--- src/fap_pkg.sv ---
// constants and types shared by the flash access protection gate
package fap_pkg;
  localparam int          ID_BYTES      = 15;
  localparam int          ID_BITS       = ID_BYTES * 8;
  localparam logic [7:0]  CTRL_OPEN     = 8'hff;
  localparam logic [7:0]  ID_BYTE_OPEN  = 8'hff;
  localparam logic [7:0]  CTRL_BOOT_LCK = 8'h45;
  localparam logic [7:0]  CTRL_BOOT_ID  = 8'h52;
  localparam logic [1:0]  FAIL_LIMIT    = 2'h3;
  localparam logic [1:0]  FAIL_RST      = 2'h0;
  localparam logic [7:0]  CTRL_RST      = 8'h00;

  typedef enum logic [1:0] {
    MODE_OPEN,
    MODE_DBG_AUTH,
    MODE_BOOT_LOCK,
    MODE_BOOT_AUTH
  } fap_mode_t;

  typedef enum logic [1:0] {
    BOOT_IDLE,
    BOOT_AUTH,
    BOOT_ERASE_RDY,
    BOOT_FULL
  } fap_boot_t;
endpackage

--- src/fap_gate.sv ---
// flash access protection gate: mode decode, boot and debugger access control
//
// Operation
// - ctrl FFh and all id FFh disables protection
// - open, blank flash: boot gets full access
// - open, data present: boot erase-ready until erased
// - open: debugger accepted without id check
// - other ctrl codes except 45h and 52h select debugger-authenticated mode
// - debugger-auth mode: boot always enters erase-ready
// - debugger id must match stored id to connect
// - debugger mismatch refuses, retries, never erase-ready
// - 45h boot id check, three fails erase-ready
`timescale 1ns/10ps
module fap_gate
  import fap_pkg::*;
(
  // clock and reset
  input  wire logic               ref_clk_in,
  input  wire logic               rst_n_in,
  // stored protection codes from the option area
  input  wire logic               cfg_load_in,
  input  wire logic [7:0]         ctrl_code_in,
  input  wire logic [ID_BITS-1:0] id_code_in,
  // flash state
  input  wire logic               flash_blank_in,
  input  wire logic               all_erased_in,
  // boot-mode host
  input  wire logic               boot_connect_in,
  input  wire logic               boot_id_valid_in,
  input  wire logic [ID_BITS-1:0] boot_id_in,
  // on-chip debugger
  input  wire logic               dbg_connect_in,
  input  wire logic [ID_BITS-1:0] dbg_id_in,
  // session end, returns both paths to idle, except that a boot erase-ready lock holds
  input  wire logic               session_end_in,
  // access grants and status
  output logic                    read_ok_out,
  output logic                    prog_ok_out,
  output logic                    erase_ok_out,
  output logic                    erase_ready_out,
  output logic                    boot_auth_wait_out,
  output logic                    boot_refuse_out,
  output logic                    dbg_conn_out,
  output logic                    dbg_refuse_out,
  output logic [1:0]              mode_out
);
  ////////////////////////////////////////////////////////////////////////////
  logic       loaded;
  logic [7:0] ctrl_code;
  logic       id_all_open;
  logic       dbg_done;
  logic       dbg_match;
  logic       boot_done;
  logic       boot_match;
  wire        dbg_start;
  wire        boot_try;

  fap_id_store u_store (
    .ref_clk_in      (ref_clk_in),
    .rst_n_in        (rst_n_in),
    .load_in         (cfg_load_in),
    .ctrl_code_in    (ctrl_code_in),
    .id_code_in      (id_code_in),
    .dbg_valid_in    (dbg_start),
    .dbg_id_in       (dbg_id_in),
    .boot_valid_in   (boot_try),
    .boot_id_in      (boot_id_in),
    .loaded_out      (loaded),
    .ctrl_code_out   (ctrl_code),
    .id_all_open_out (id_all_open),
    .dbg_done_out    (dbg_done),
    .dbg_match_out   (dbg_match),
    .boot_done_out   (boot_done),
    .boot_match_out  (boot_match)
  );

  ////////////////////////////////////////////////////////////////////////////
  fap_mode_t mode;
  wire       is_open;

  assign is_open = (ctrl_code == CTRL_OPEN) && id_all_open;
  assign mode = is_open                      ? MODE_OPEN      :
                (ctrl_code == CTRL_BOOT_LCK) ? MODE_BOOT_LOCK :
                (ctrl_code == CTRL_BOOT_ID)  ? MODE_BOOT_AUTH : MODE_DBG_AUTH;
  assign mode_out = mode;

  ////////////////////////////////////////////////////////////////////////////
  fap_boot_t  boot_q;
  fap_boot_t  boot_d;
  logic [1:0] fail_q;
  logic [1:0] fail_d;
  logic       dbg_busy_q;
  logic       dbg_conn_q;
  logic       dbg_conn_d;
  wire        boot_start;
  wire        boot_fail;
  wire        lock_trip;

  // nothing accepted before the codes are latched
  assign boot_start = loaded && boot_connect_in && (boot_q == BOOT_IDLE);
  assign dbg_start  = loaded && dbg_connect_in && !dbg_conn_q && !dbg_busy_q;
  assign boot_try   = boot_id_valid_in && (boot_q == BOOT_AUTH) && !boot_done;
  assign boot_fail  = boot_done && !boot_match && (boot_q == BOOT_AUTH);
  // third successive failure locks into erase-ready
  assign lock_trip  = boot_fail && (mode == MODE_BOOT_LOCK) && (fail_q == FAIL_LIMIT - 2'h1);

  always_comb begin
    boot_d = boot_q;
    fail_d = fail_q;
    case (boot_q)
      BOOT_IDLE: begin
        if (boot_start) begin
          if (mode == MODE_OPEN && flash_blank_in)
            boot_d = BOOT_FULL;
          else if (mode == MODE_OPEN || mode == MODE_DBG_AUTH)
            boot_d = BOOT_ERASE_RDY;
          else
            boot_d = BOOT_AUTH;
        end
      end
      BOOT_AUTH: begin
        if (boot_done && boot_match) begin
          boot_d = BOOT_FULL;
          fail_d = FAIL_RST;
        end else if (lock_trip) begin
          boot_d = BOOT_ERASE_RDY;
          fail_d = FAIL_RST;
        end else if (boot_fail && mode == MODE_BOOT_LOCK) begin
          fail_d = fail_q + 2'h1;
        end
      end
      BOOT_ERASE_RDY: begin
        // full access only after whole erase
        if (all_erased_in)
          boot_d = BOOT_FULL;
      end
      BOOT_FULL: boot_d = BOOT_FULL;
      default:   boot_d = BOOT_IDLE;
    endcase
    // the erase-ready lock survives a session end, unlike a pending auth
    if (session_end_in && boot_d != BOOT_ERASE_RDY) begin
      boot_d = BOOT_IDLE;
      fail_d = (boot_q == BOOT_AUTH) ? fail_d : FAIL_RST;
    end
  end

  always_ff @(posedge ref_clk_in or negedge rst_n_in) begin
    if (!rst_n_in) begin
      boot_q <= BOOT_IDLE;
      fail_q <= FAIL_RST;
    end else begin
      boot_q <= boot_d;
      fail_q <= fail_d;
    end
  end

  ////////////////////////////////////////////////////////////////////////////
  // open mode connects at once; otherwise on match only
  assign dbg_conn_d = session_end_in ? 1'b0 :
                      (dbg_start && mode == MODE_OPEN) ? 1'b1 :
                      (dbg_done && dbg_match) ? 1'b1 : dbg_conn_q;

  always_ff @(posedge ref_clk_in or negedge rst_n_in) begin
    if (!rst_n_in) begin
      dbg_conn_q      <= 1'b0;
      dbg_busy_q      <= 1'b0;
      dbg_refuse_out  <= 1'b0;
      boot_refuse_out <= 1'b0;
    end else begin
      dbg_conn_q      <= dbg_conn_d;
      dbg_busy_q      <= dbg_start && mode != MODE_OPEN;
      // refuse and wait for a fresh attempt; open mode never refuses, the id is not checked there
      dbg_refuse_out  <= dbg_done && dbg_busy_q && !dbg_match;
      boot_refuse_out <= boot_fail;
    end
  end

  assign dbg_conn_out       = dbg_conn_q;
  assign read_ok_out        = (boot_q == BOOT_FULL);
  assign prog_ok_out        = (boot_q == BOOT_FULL);
  assign erase_ok_out       = (boot_q == BOOT_FULL) || (boot_q == BOOT_ERASE_RDY);
  assign erase_ready_out    = (boot_q == BOOT_ERASE_RDY);
  assign boot_auth_wait_out = (boot_q == BOOT_AUTH);

  ////////////////////////////////////////////////////////////////////////////
  property p_open_decode;
    @(posedge ref_clk_in) disable iff (!rst_n_in)
      (mode == MODE_OPEN) == ((ctrl_code == CTRL_OPEN) && id_all_open);
  endproperty
  a_open_decode: assert property (p_open_decode) else $error("open mode decode wrong");

  property p_blank_full;
    @(posedge ref_clk_in) disable iff (!rst_n_in)
      boot_start && mode == MODE_OPEN && flash_blank_in && !session_end_in |=> read_ok_out && prog_ok_out;
  endproperty
  a_blank_full: assert property (p_blank_full) else $error("blank open boot not full");

  property p_data_erase;
    @(posedge ref_clk_in) disable iff (!rst_n_in)
      boot_start && mode == MODE_OPEN && !flash_blank_in |=> erase_ready_out && !read_ok_out && !prog_ok_out;
  endproperty
  a_data_erase: assert property (p_data_erase) else $error("open boot with data not erase-ready");

  property p_erase_hold;
    @(posedge ref_clk_in) disable iff (!rst_n_in)
      erase_ready_out && !all_erased_in |=> erase_ready_out && !read_ok_out && !prog_ok_out;
  endproperty
  a_erase_hold: assert property (p_erase_hold) else $error("erase-ready left before full erase");

  property p_dbg_open;
    @(posedge ref_clk_in) disable iff (!rst_n_in)
      dbg_start && mode == MODE_OPEN && !session_end_in |=> dbg_conn_out;
  endproperty
  a_dbg_open: assert property (p_dbg_open) else $error("open debugger not accepted at once");

  property p_mode_sel;
    @(posedge ref_clk_in) disable iff (!rst_n_in)
      !is_open && ctrl_code != CTRL_BOOT_LCK && ctrl_code != CTRL_BOOT_ID |-> mode == MODE_DBG_AUTH;
  endproperty
  a_mode_sel: assert property (p_mode_sel) else $error("debugger-auth mode not selected");

  property p_dbg_mode_boot;
    @(posedge ref_clk_in) disable iff (!rst_n_in)
      boot_start && mode == MODE_DBG_AUTH |=> erase_ready_out && !boot_auth_wait_out;
  endproperty
  a_dbg_mode_boot: assert property (p_dbg_mode_boot) else $error("boot not erase-ready in debugger-auth mode");

  property p_dbg_match;
    @(posedge ref_clk_in) disable iff (!rst_n_in)
      dbg_start && mode != MODE_OPEN && !session_end_in ##1 !session_end_in |=>
        dbg_conn_out == $past(dbg_match);
  endproperty
  a_dbg_match: assert property (p_dbg_match) else $error("debugger connect not tied to id match");

  property p_dbg_refuse;
    @(posedge ref_clk_in) disable iff (!rst_n_in)
      dbg_done && !dbg_match && !dbg_conn_out && mode != MODE_OPEN && $past(mode != MODE_OPEN) |=>
        dbg_refuse_out && !dbg_conn_out && $stable(boot_q);
  endproperty
  a_dbg_refuse: assert property (p_dbg_refuse) else $error("debugger mismatch handled wrongly");

  property p_lockout;
    @(posedge ref_clk_in) disable iff (!rst_n_in)
      boot_fail && mode == MODE_BOOT_LOCK && fail_q == 2'h2 && !all_erased_in |=> erase_ready_out;
  endproperty
  a_lockout: assert property (p_lockout) else $error("third boot mismatch did not lock");

  property p_no_early;
    @(posedge ref_clk_in) disable iff (!rst_n_in)
      !loaded |=> !dbg_conn_out && boot_q == BOOT_IDLE;
  endproperty
  a_no_early: assert property (p_no_early) else $error("access before codes latched");

  c_dbg_auth_ok:  cover property (@(posedge ref_clk_in) disable iff (!rst_n_in)
                    mode == MODE_DBG_AUTH && dbg_done && dbg_match);
  c_lockout:      cover property (@(posedge ref_clk_in) disable iff (!rst_n_in) lock_trip);
  c_erase_unlock: cover property (@(posedge ref_clk_in) disable iff (!rst_n_in)
                    erase_ready_out ##1 read_ok_out);
endmodule // fap_gate

--- src/fap_id_store.sv ---
// latched protection codes and registered id comparators
`timescale 1ns/10ps
module fap_id_store
  import fap_pkg::*;
(
  // clock and reset
  input  wire logic               ref_clk_in,
  input  wire logic               rst_n_in,
  // stored codes
  input  wire logic               load_in,
  input  wire logic [7:0]         ctrl_code_in,
  input  wire logic [ID_BITS-1:0] id_code_in,
  // candidate ids
  input  wire logic               dbg_valid_in,
  input  wire logic [ID_BITS-1:0] dbg_id_in,
  input  wire logic               boot_valid_in,
  input  wire logic [ID_BITS-1:0] boot_id_in,
  // results
  output logic                    loaded_out,
  output logic [7:0]              ctrl_code_out,
  output logic                    id_all_open_out,
  output logic                    dbg_done_out,
  output logic                    dbg_match_out,
  output logic                    boot_done_out,
  output logic                    boot_match_out
);
  logic [ID_BITS-1:0] id_q;
  logic [ID_BYTES-1:0] dbg_eq;
  logic [ID_BYTES-1:0] boot_eq;
  logic [ID_BYTES-1:0] open_eq;

  for (genvar b = 0; b < ID_BYTES; b++) begin : g_byte
    assign dbg_eq[b]  = (dbg_id_in[b*8 +: 8] == id_q[b*8 +: 8]);
    assign boot_eq[b] = (boot_id_in[b*8 +: 8] == id_q[b*8 +: 8]);
    assign open_eq[b] = (id_q[b*8 +: 8] == ID_BYTE_OPEN);
  end

  assign id_all_open_out = &open_eq;

  always_ff @(posedge ref_clk_in or negedge rst_n_in) begin
    if (!rst_n_in) begin
      id_q           <= '0;
      ctrl_code_out  <= CTRL_RST;
      loaded_out     <= 1'b0;
    end else if (load_in) begin
      id_q           <= id_code_in;
      ctrl_code_out  <= ctrl_code_in;
      loaded_out     <= 1'b1;
    end
  end

  always_ff @(posedge ref_clk_in or negedge rst_n_in) begin
    if (!rst_n_in) begin
      dbg_done_out   <= 1'b0;
      dbg_match_out  <= 1'b0;
      boot_done_out  <= 1'b0;
      boot_match_out <= 1'b0;
    end else begin
      dbg_done_out   <= dbg_valid_in;
      dbg_match_out  <= &dbg_eq;
      boot_done_out  <= boot_valid_in;
      boot_match_out <= &boot_eq;
    end
  end
endmodule // fap_id_store

--- config.mk ---
export PLATFORM = sky130hd
export DESIGN_NAME = fap_gate
export DESIGN_NICKNAME = d
export VERILOG_FILES = /design/src/fap_pkg.sv /design/src/fap_gate.sv /design/src/fap_id_store.sv
export SDC_FILE = /design/constraint.sdc
export NUM_CORES = 1
export LEC_CHECK = 0
export BUFFER_PORTS_ARGS = -buffer_cell sky130_fd_sc_hd__buf_4
export CAP_MARGIN = 30
export CELL_PAD_IN_SITES_DETAIL_PLACEMENT = 0
export CELL_PAD_IN_SITES_GLOBAL_PLACEMENT = 1
export CORE_ASPECT_RATIO = 1.4
export CORE_UTILIZATION = 36
export CTS_CLUSTER_SIZE = 20
export DETAILED_ROUTE_END_ITERATION = 7
export PLACE_DENSITY = 0.79
export SETUP_SLACK_MARGIN = 0.2
export SYNTH_ARGS = -nofsm -noshare
export SYNTH_HDL_FRONTEND = slang
export SYNTH_SLANG_ARGS = --single-unit
--- constraint.sdc ---
create_clock -name ref_clk_in -period 2 [get_ports ref_clk_in]
set_input_delay 0.2 -clock ref_clk_in [delete_from_list [all_inputs] [get_ports ref_clk_in]]
set_output_delay 0.2 -clock ref_clk_in [all_outputs]
set_load 0.05 [all_outputs]
==> flow_metrics.py, run 1 <==
metrics = {
    "power": {
        "combPwrFrac": 0.312,
        "clockPowerShare": 0.325,
        "power.total_mw": 9.71,
        "power.switching_mw": 3.16,
        "swShare": 0.325,
        "peakVddDrop_mv": 0.622,
        "leakage_nw": 6.17,
        "p_int_mw": 6.56,
        "seqPwrFrac": 0.363,
        "power_density_mw_per_mm2": 692,
    },
    "floorplan": {
        "core_area_mm2": 0.0225,
        "dieArea_mm2": 0.0236,
        "die_x_um": 130,
        "num_io_pins": 387,
        "die_h_um": 181,
        "rows": 65,
        "initial_core_util": 0.367,
    },
    "sta": {
        "finClkSkew_ns": 0.00882,
        "max_slew_margin": 0.624,
        "fin_crit_ns": 2.25,
        "tightest_slew_ns": 0.559,
        "finalCritPeriodShare": 1.13,
        "holdWs_ns": 0.00725,
        "finalMaxSlewViolations": 0,
        "finalSetupViolations": 6,
        "hold_viol": 0,
        "fmax_mhz": 444,
        "setup_tns_ns": -0.639,
        "timing.final.ws_setup_ns": -0.251,
        "rsz0062_at_grt": "yes",
    },
    "clock_tree": {
        "cts_max_path_buffers": 2,
        "clock_sinks": 141,
        "insertion_delay_ns": 0.43,
        "clockRootBuffer": "clkbuf_16",
        "cts_tree": "built",
        "cts_max_level": 4,
        "cts-buffers-inserted": 17,
        "clk_pin_slew_ns": 0.07,
    },
    "finish": {
        "nets": 1656,
        "final_area_mm2": 0.0140,
        "drive_gt1_frac": 0.541,
        "area_growth_pct": 69.5,
        "finish.utilization": 0.623,
        "n_fill_cell": 1901,
        "multiInputGateArea_mm2": 0.00500,
        "seqCellArea_mm2": 0.00354,
    },
    "global_route": {
        "grt_usage": 0.347,
        "grt-ovfl-total": 0,
        "grt_first_pass_wirelength_mm": 56.7,
        "grt_max_degree": 51,
        "antenna_found_initial": 1,
        "grt_pass1_vias": 8929,
    },
    "status": {
        "violations": "setup timing",
        "status": "complete, but fails checks",
    },
    "routing": {
        "vias": 8247,
        "antenna_left": 0,
        "drt-vias-per-instance": 5.18,
        "drtIter0Drc": 462,
        "routed_wl_mm": 40.4,
        "post_drt_wl_per_cell_um": 25.4,
        "first_pass_iters": 5,
        "drc": 0,
    },
    "critical_path": {
        "ff2ff_setup_slack_ns": -0.12,
        "cp-start-kind": "flop",
        "path_max_fanout": 2,
        "cp-end-kind": "primary output",
        "ff2ff_path_depth": 9,
        "worst_path_max_delay_cell": "dfrtp_1",
        "path_cells": "nand4_1, nor4_4, buf_4, nand4_1, buf_6, nor2_4, nor2_2, buf_6",
        "slowest_delay_ns": 0.36,
        "arrival_ns": 2.05,
        "worstPathRequired_ns": 1.80,
        "r2r_end": "dbg_conn_out",
        "critPathKind": "reg -> out",
        "critPathTopFamily": "simple AND/OR/NAND/NOR gates",
        "reg2reg_from": "u_store.id_q[71]",
        "path_buf_inv": 3,
    },
    "synthesis": {
        "seq_area_frac_synth": 0.426,
        "synth_warnings": 0,
        "synth_cell_types": 44,
        "yosys-top-cells-area": "dfrtp_1 43%, xnor2_1 18%, mux2_2 16%",
        "synth_edf_count": 0,
        "synth_top_area_share": 0.426,
        "yosys.area.top_type": "dfrtp_1",
        "synth_ff_type": "dfrtp_1",
        "syn_area_mm2": 0.00828,
        "ys_ff_latch": 141,
        "avgSynthCellArea_um2": 11.5,
        "synth_fp_nets": 1097,
        "synthArstFlopShare": 1.00,
        "synthCells": 719,
    },
    "place": {
        "place_area_mm2": 0.0122,
        "place.gp.congestion": 0.912,
        "dp_hpwl_mm": 33.3,
        "io_buffers": 386,
    },
    "run": {
        "drv_cap": 0,
    },
    "min_path": {
        "hold_end": "u_store.id_q[66]",
        "hold_path_depth": 2,
        "hold_class": "in -> reg",
        "min_from": "id_code_in[66]",
    },
}
==> cell families after synthesis <==
group	count (synthesis)	synth area share
flip-flops	141	0.426
buffers and inverters	30	0.0147
AO/OA/AOI/OAI	30	0.0262
XOR/XNOR	229	0.242
adder cells (fa/ha/maj)	1	0.00151
multiplexers	121	0.165
AND/OR/NAND/NOR	167	0.124
==> what timing repair did <==
action	in CTS	in global routing
hold buffers	72	2
buffers inserted	10	3
hold endpoints to repair	105	2
resized for setup	45	28
endpoints found under the setup margin	10	9
pin swaps	17	9
==> Yosys cell counts (2+ instances only) <==
cell	instances
o21ai_0	8
xnor2_1	168
dfrtp_1	141
nor2_1	5
clkbuf_1	12
a21oi_1	2
o41ai_1	2
nand2b_1	4
nand3_1	2
nand2_1	16
xor2_1	61
o22ai_1	2
and2_1	2
buf_2	4
nor3_1	2
o221ai_1	2
o2bb2ai_1	2
nor4_1	39
nor2b_1	4
a22o_1	2
mux2_2	121
nand4_1	82
inv_1	13
o31ai_1	2
or3_1	2
==> state kept, by name (all words and copies together) (netlist names) <==
signal	cells
u_store.id_q	120
u_store.ctrl_code_out	8
boot_q	2
fail_q	2
boot_refuse_out	1
dbg_busy_q	1
dbg_conn_out	1
dbg_refuse_out	1
u_store.boot_done_out	1
u_store.boot_match_out	1
u_store.dbg_done_out	1
u_store.dbg_match_out	1
u_store.loaded_out	1
==> routing by layer <==
| metal | routed length (µm) | share of wire | vias up | track usage |
|---|---|---|---|---|
| met5 | 0 | 0 | - | 0 |
| met4 | 1940 | 0.048 | 0 | 0.161 |
| met3 | 2200 | 0.054 | 76 | 0.0539 |
| met2 | 21200 | 0.52 | 425 | 0.618 |
| met1 | 15100 | 0.37 | 4016 | 0.401 |
| li1 | - | - | 3730 | - |
==> power by group through the flow <==
stage | clock (mW) | sequential, mW | combinational [mW]
6_report | 3.15 | 3.52 | 3.03
5_1_grt | 3.31 | 3.55 | 3.19
4_1_cts | 3.18 | 3.51 | 2.96
3_5_place_dp | 0 | 3.56 | 2.73
3_3_place_gp | 0 | 3.54 | 2.72
2_1_floorplan | 0 | 3.50 | 1.23
==> worst max path at each step <==
| stage | start | endpoint | slack (ns) | cells past startpoint |
|---|---|---|---|---|
| final | u_store.id_q[71] | mode_out[0] | -0.25 | 8 |
| after global routing | u_store.id_q[71] | mode_out[0] | -0.35 | 8 |
| after CTS | u_store.id_q[73] | mode_out[0] | -0.26 | 8 |
| after detailed placement | u_store.id_q[47] | u_store.boot_match_out | -0.11 | 6 |
| after global placement | u_store.id_q[47] | u_store.boot_match_out | -0.11 | 6 |
| after floorplan | u_store.ctrl_code_out[3] | boot_q[1] | 0.20 | 5 |
==> layout make-up <==
| cell class | count | area share |
|---|---|---|
| multi-input cells | 548 | 0.357 |
| repair buffers | 557 | 0.319 |
| flip-flops and latches | 141 | 0.253 |
| clock buffers | 18 | 0.0313 |
| well taps | 301 | 0.0269 |
| clock inverters | 14 | 0.00963 |
| inverters | 13 | 0.00348 |
| diodes | 1 | 0.000178 |
==> cells in the final DEF, fill, tap and decap left out, types with 4 or more instances in the layout <==
cell	count
nand2b_1	4
nor4_1	22
buf_4	468
xnor2_2	20
dlygate4sd3_1	74
dfrtp_2	12
buf_12	6
nor4_2	11
inv_6	4
xor2_1	61
dfrtp_1	129
clkbuf_16	17
mux2_2	121
o21ai_0	8
buf_6	9
nand4_1	82
xnor2_1	147
inv_1	13
nand2_1	16
nor4_4	7
==> per-stage QoR <==
step                      setup slack, ns  cells
after floorplan                     0.201    719
after global placement             -0.106   1473
after detailed placement           -0.111   1473
after CTS                          -0.259   1587
after global routing               -0.349   1593
final                              -0.251   1593
(Power assumes the default switching activity.)
==> inputs of run 2 (changes only) <==
--- a/config.mk
+++ b/config.mk
@@ -5,15 +5,16 @@
 export SDC_FILE = /design/constraint.sdc
 export NUM_CORES = 1
 export LEC_CHECK = 0
+export ABC_AREA = 1
 export BUFFER_PORTS_ARGS = -buffer_cell sky130_fd_sc_hd__buf_4
 export CAP_MARGIN = 30
 export CELL_PAD_IN_SITES_DETAIL_PLACEMENT = 0
 export CELL_PAD_IN_SITES_GLOBAL_PLACEMENT = 1
 export CORE_ASPECT_RATIO = 1.4
-export CORE_UTILIZATION = 36
+export CORE_UTILIZATION = 33
 export CTS_CLUSTER_SIZE = 20
 export DETAILED_ROUTE_END_ITERATION = 7
-export PLACE_DENSITY = 0.79
+export PLACE_DENSITY = 0.77
 export SETUP_SLACK_MARGIN = 0.2
 export SYNTH_ARGS = -nofsm -noshare
 export SYNTH_HDL_FRONTEND = slang
==> run 2 against run 1 <==
The run still ends with setup timing left. Critical path depth stayed put. Flip-flop and latch count stayed put. Wire length is 16% lower. Clock power is 5% higher. Synthesized cell count is 59% higher. Sequential power is 5% lower. Register-to-register slack better by 0.37 ns. Total power is 2.2% lower. Largest power group unchanged. Highest routed layer unchanged.
==> flow_metrics.py, run 2 <==
metrics = {
    "floorplan": {
        "die_x_um": 139,
        "rows": 70,
        "dieArea_mm2": 0.0271,
        "initial_core_util": 0.335,
        "core_area_mm2": 0.0260,
        "num_io_pins": 387,
        "die_h_um": 194,
    },
    "sta": {
        "fmax_mhz": 469,
        "fin_crit_ns": 2.13,
        "tightest_slew_ns": 0.699,
        "rsz0062_at_grt": "yes",
        "finClkSkew_ns": 0.0104,
        "finalCritPeriodShare": 1.07,
        "hold_viol": 0,
        "timing.final.ws_setup_ns": -0.131,
        "finalMaxSlewViolations": 0,
        "max_slew_margin": 0.534,
        "finalSetupViolations": 1,
    },
    "global_route": {
        "grt_max_degree": 157,
        "antenna_found_initial": 5,
        "grt_pass1_vias": 10300,
        "grt_first_pass_wirelength_mm": 52.4,
        "grt_usage": 0.254,
        "grt-ovfl-total": 0,
    },
    "routing": {
        "drc": 0,
        "post_drt_wl_per_cell_um": 16.2,
        "vias": 9633,
        "drtIter0Drc": 307,
        "drt-vias-per-instance": 4.62,
        "antenna_left": 0,
        "first_pass_iters": 5,
        "routed_wl_mm": 33.8,
    },
    "place": {
        "dp.cells": 1846,
        "dp_hpwl_mm": 25.7,
        "io_buffers": 386,
        "place.gp.congestion": 0.891,
    },
    "finish": {
        "stdcell_count": 2083,
        "largest_reg_flops": 120,
        "largest-register": "u_store.id_q",
        "drive_gt1_frac": 0.349,
        "area_growth_pct": 70.6,
        "finish.utilization": 0.571,
        "n_fill_cell": 2428,
        "seqCellArea_mm2": 0.00355,
        "layout_common_cells": "477 x buf_4, 461 x nand2_1, 158 x xnor2_1, 123 x dlygate4sd3_1, 120 x dfrtp_1",
        "nets": 2119,
        "reg_top3": "u_store.id_q (120), u_store.ctrl_code_out (8)",
        "final_common_cell": "buf_4",
        "multiInputGateArea_mm2": 0.00510,
    },
    "critical_path": {
        "critPathTopFamily": "simple AND/OR/NAND/NOR gates",
        "worst_path_max_delay_cell": "dfrtp_1",
        "arrival_ns": 1.93,
        "path_cells": "nand2_1, nor2_1, nand2_1, nor2_4, nand2_4, nor4_4, nor2_1, buf_6",
        "path_depth": 8,
        "path_max_fanout": 2,
        "cp-start-kind": "flop",
        "reg2reg_from": "u_store.id_q[107]",
        "cp-end-kind": "primary output",
        "path_buf_inv": 1,
        "critPathKind": "reg -> out",
        "ff2ff_path_depth": 7,
        "ff2ff_setup_slack_ns": 0.25,
        "slowest_delay_ns": 0.37,
        "r2r_end": "u_store.dbg_match_out",
        "worstPathRequired_ns": 1.80,
    },
    "clock_tree": {
        "cts_max_level": 4,
        "cts-buffers-inserted": 17,
        "clock_sinks": 141,
        "clockRootBuffer": "clkbuf_16",
        "cts_tree": "built",
        "cts_max_path_buffers": 2,
        "insertion_delay_ns": 0.43,
        "clk_pin_slew_ns": 0.06,
    },
    "synthesis": {
        "yosys-top-cells-area": "dfrtp_1 41%, nand2_1 20%, xnor2_1 16%",
        "synthArstFlopShare": 1.00,
        "seq_area_frac_synth": 0.405,
        "synth_warnings": 0,
        "synth_ff_type": "dfrtp_1",
        "synth.most_common_cell": "nand2_1",
        "yosys.area.top_type": "dfrtp_1",
        "avgSynthCellArea_um2": 7.64,
        "synthCells": 1140,
        "synth_top_area_share": 0.405,
        "syn_area_mm2": 0.00871,
        "synth_edf_count": 0,
        "synth_cell_types": 32,
        "ys_ff_latch": 141,
        "synth_common_cells": "468 x nand2_1, 162 x xnor2_1, 141 x dfrtp_1",
        "synth_fp_nets": 1518,
    },
    "min_path": {
        "hold_path_depth": 3,
        "min_from": "id_code_in[116]",
        "hold_class": "in -> reg",
        "hold_end": "u_store.id_q[116]",
    },
    "power": {
        "peakVddDrop_mv": 0.570,
        "leakage_nw": 7.22,
        "power_density_mw_per_mm2": 639,
    },
    "status": {
        "violations": "setup timing",
        "status": "complete, but fails checks",
    },
    "run": {
        "drv_cap": 0,
    },
}
## run 2: cell types whose count changed in the layout (fill, tap and decap cells not counted), moves of 14 or more
cell and delta:
dlygate4sd3_1 +49, nand2_1 +445, nor2_1 +65, nand4_1 -37, nand3_1 +14, o21ai_0 +20
mux2_2 -121, xnor2_2 -16, xor2_1 -14, nor4_1 -14, inv_1 +24
## run 2: layer usage
metal  GRT usage  up-vias  share of wire
met4       0.125        0          0.035
met2       0.486      321           0.55
li1            -     4800              -
met3      0.0514       59          0.057
met5           0        -              0
met1       0.258     4453           0.36
## run 2: logic make-up (layout without fill, tap and decap cells)
family                     after synthesis  after routing  synth area share
xor gates and xnor gates               210            210             0.211
DFF                                    141            141             0.405
AOI/OAI and AO/OA                       39             39            0.0251
adders and majority gates                1              1           0.00144
other                                    0              5                 0
and+or+nand+nor                        672            672             0.323
buffers and inverters                   77            691            0.0339
## run 2: how the worst max path moves through the flow
stage,from,endpoint,slack [ns]
2_1_floorplan,u_store.ctrl_code_out[4],fail_q[0],0.32
3_3_place_gp,u_store.id_q[88],mode_out[0],0.11
3_5_place_dp,u_store.id_q[88],mode_out[0],0.12
4_1_cts,u_store.id_q[40],mode_out[0],-0.13
5_1_grt,u_store.id_q[61],mode_out[0],-0.21
6_report,u_store.id_q[40],mode_out[0],-0.13
## run 2: layout make-up
type / instances / area share
Multi-Input combinational cell: 922 / 0.343
Clock inverter: 11 / 0.00935
Timing Repair Buffer: 612 / 0.336
Antenna cell: 5 / 0.000842
Tap cell: 324 / 0.0273
Inverter: 47 / 0.0120
Sequential cell: 141 / 0.239
Clock buffer: 21 / 0.0317
## run 2: where the power goes
group / total (mW) / switching (mW) / internal (mW)
sequential: 3.35 / 0.226 / 3.12
combinational: 2.83 / 1.32 / 1.51
clock: 3.32 / 1.27 / 2.05
total: 9.50 / 2.81 / 6.68
## run 2: repair_timing
| item | in CTS | in global routing |
|---|---|---|
| pin swaps | 9 | 13 |
| hold buffers | 123 | 0 |
| hold endpoints to repair | 240 | 0 |
| gates cloned | 0 | 0 |
| setup endpoints to repair | 7 | 8 |
| buffers inserted | 63 | 14 |
| gates resized for setup | 31 | 48 |
## run 2: worst min-delay path, cell delays in order
cell and delay (ns):
buf_4 0.08, nand2_1 0.06, nand2_1 0.07
## run 2: stage by stage
step	instance area, µm²	setup slack [ns]	total power [mW]	hold WS (ns)	TNS, ns
after floorplan	8710	0.324	4.63	-0.0956	0
after global placement	12200	0.112	5.72	0.0785	0
after detailed placement	12200	0.118	5.75	0.0792	0
after CTS	14600	-0.129	9.49	0.00348	-0.129
after global routing	14900	-0.208	10.0	0.00372	-0.208
final	14900	-0.131	9.50	0.00748	-0.131
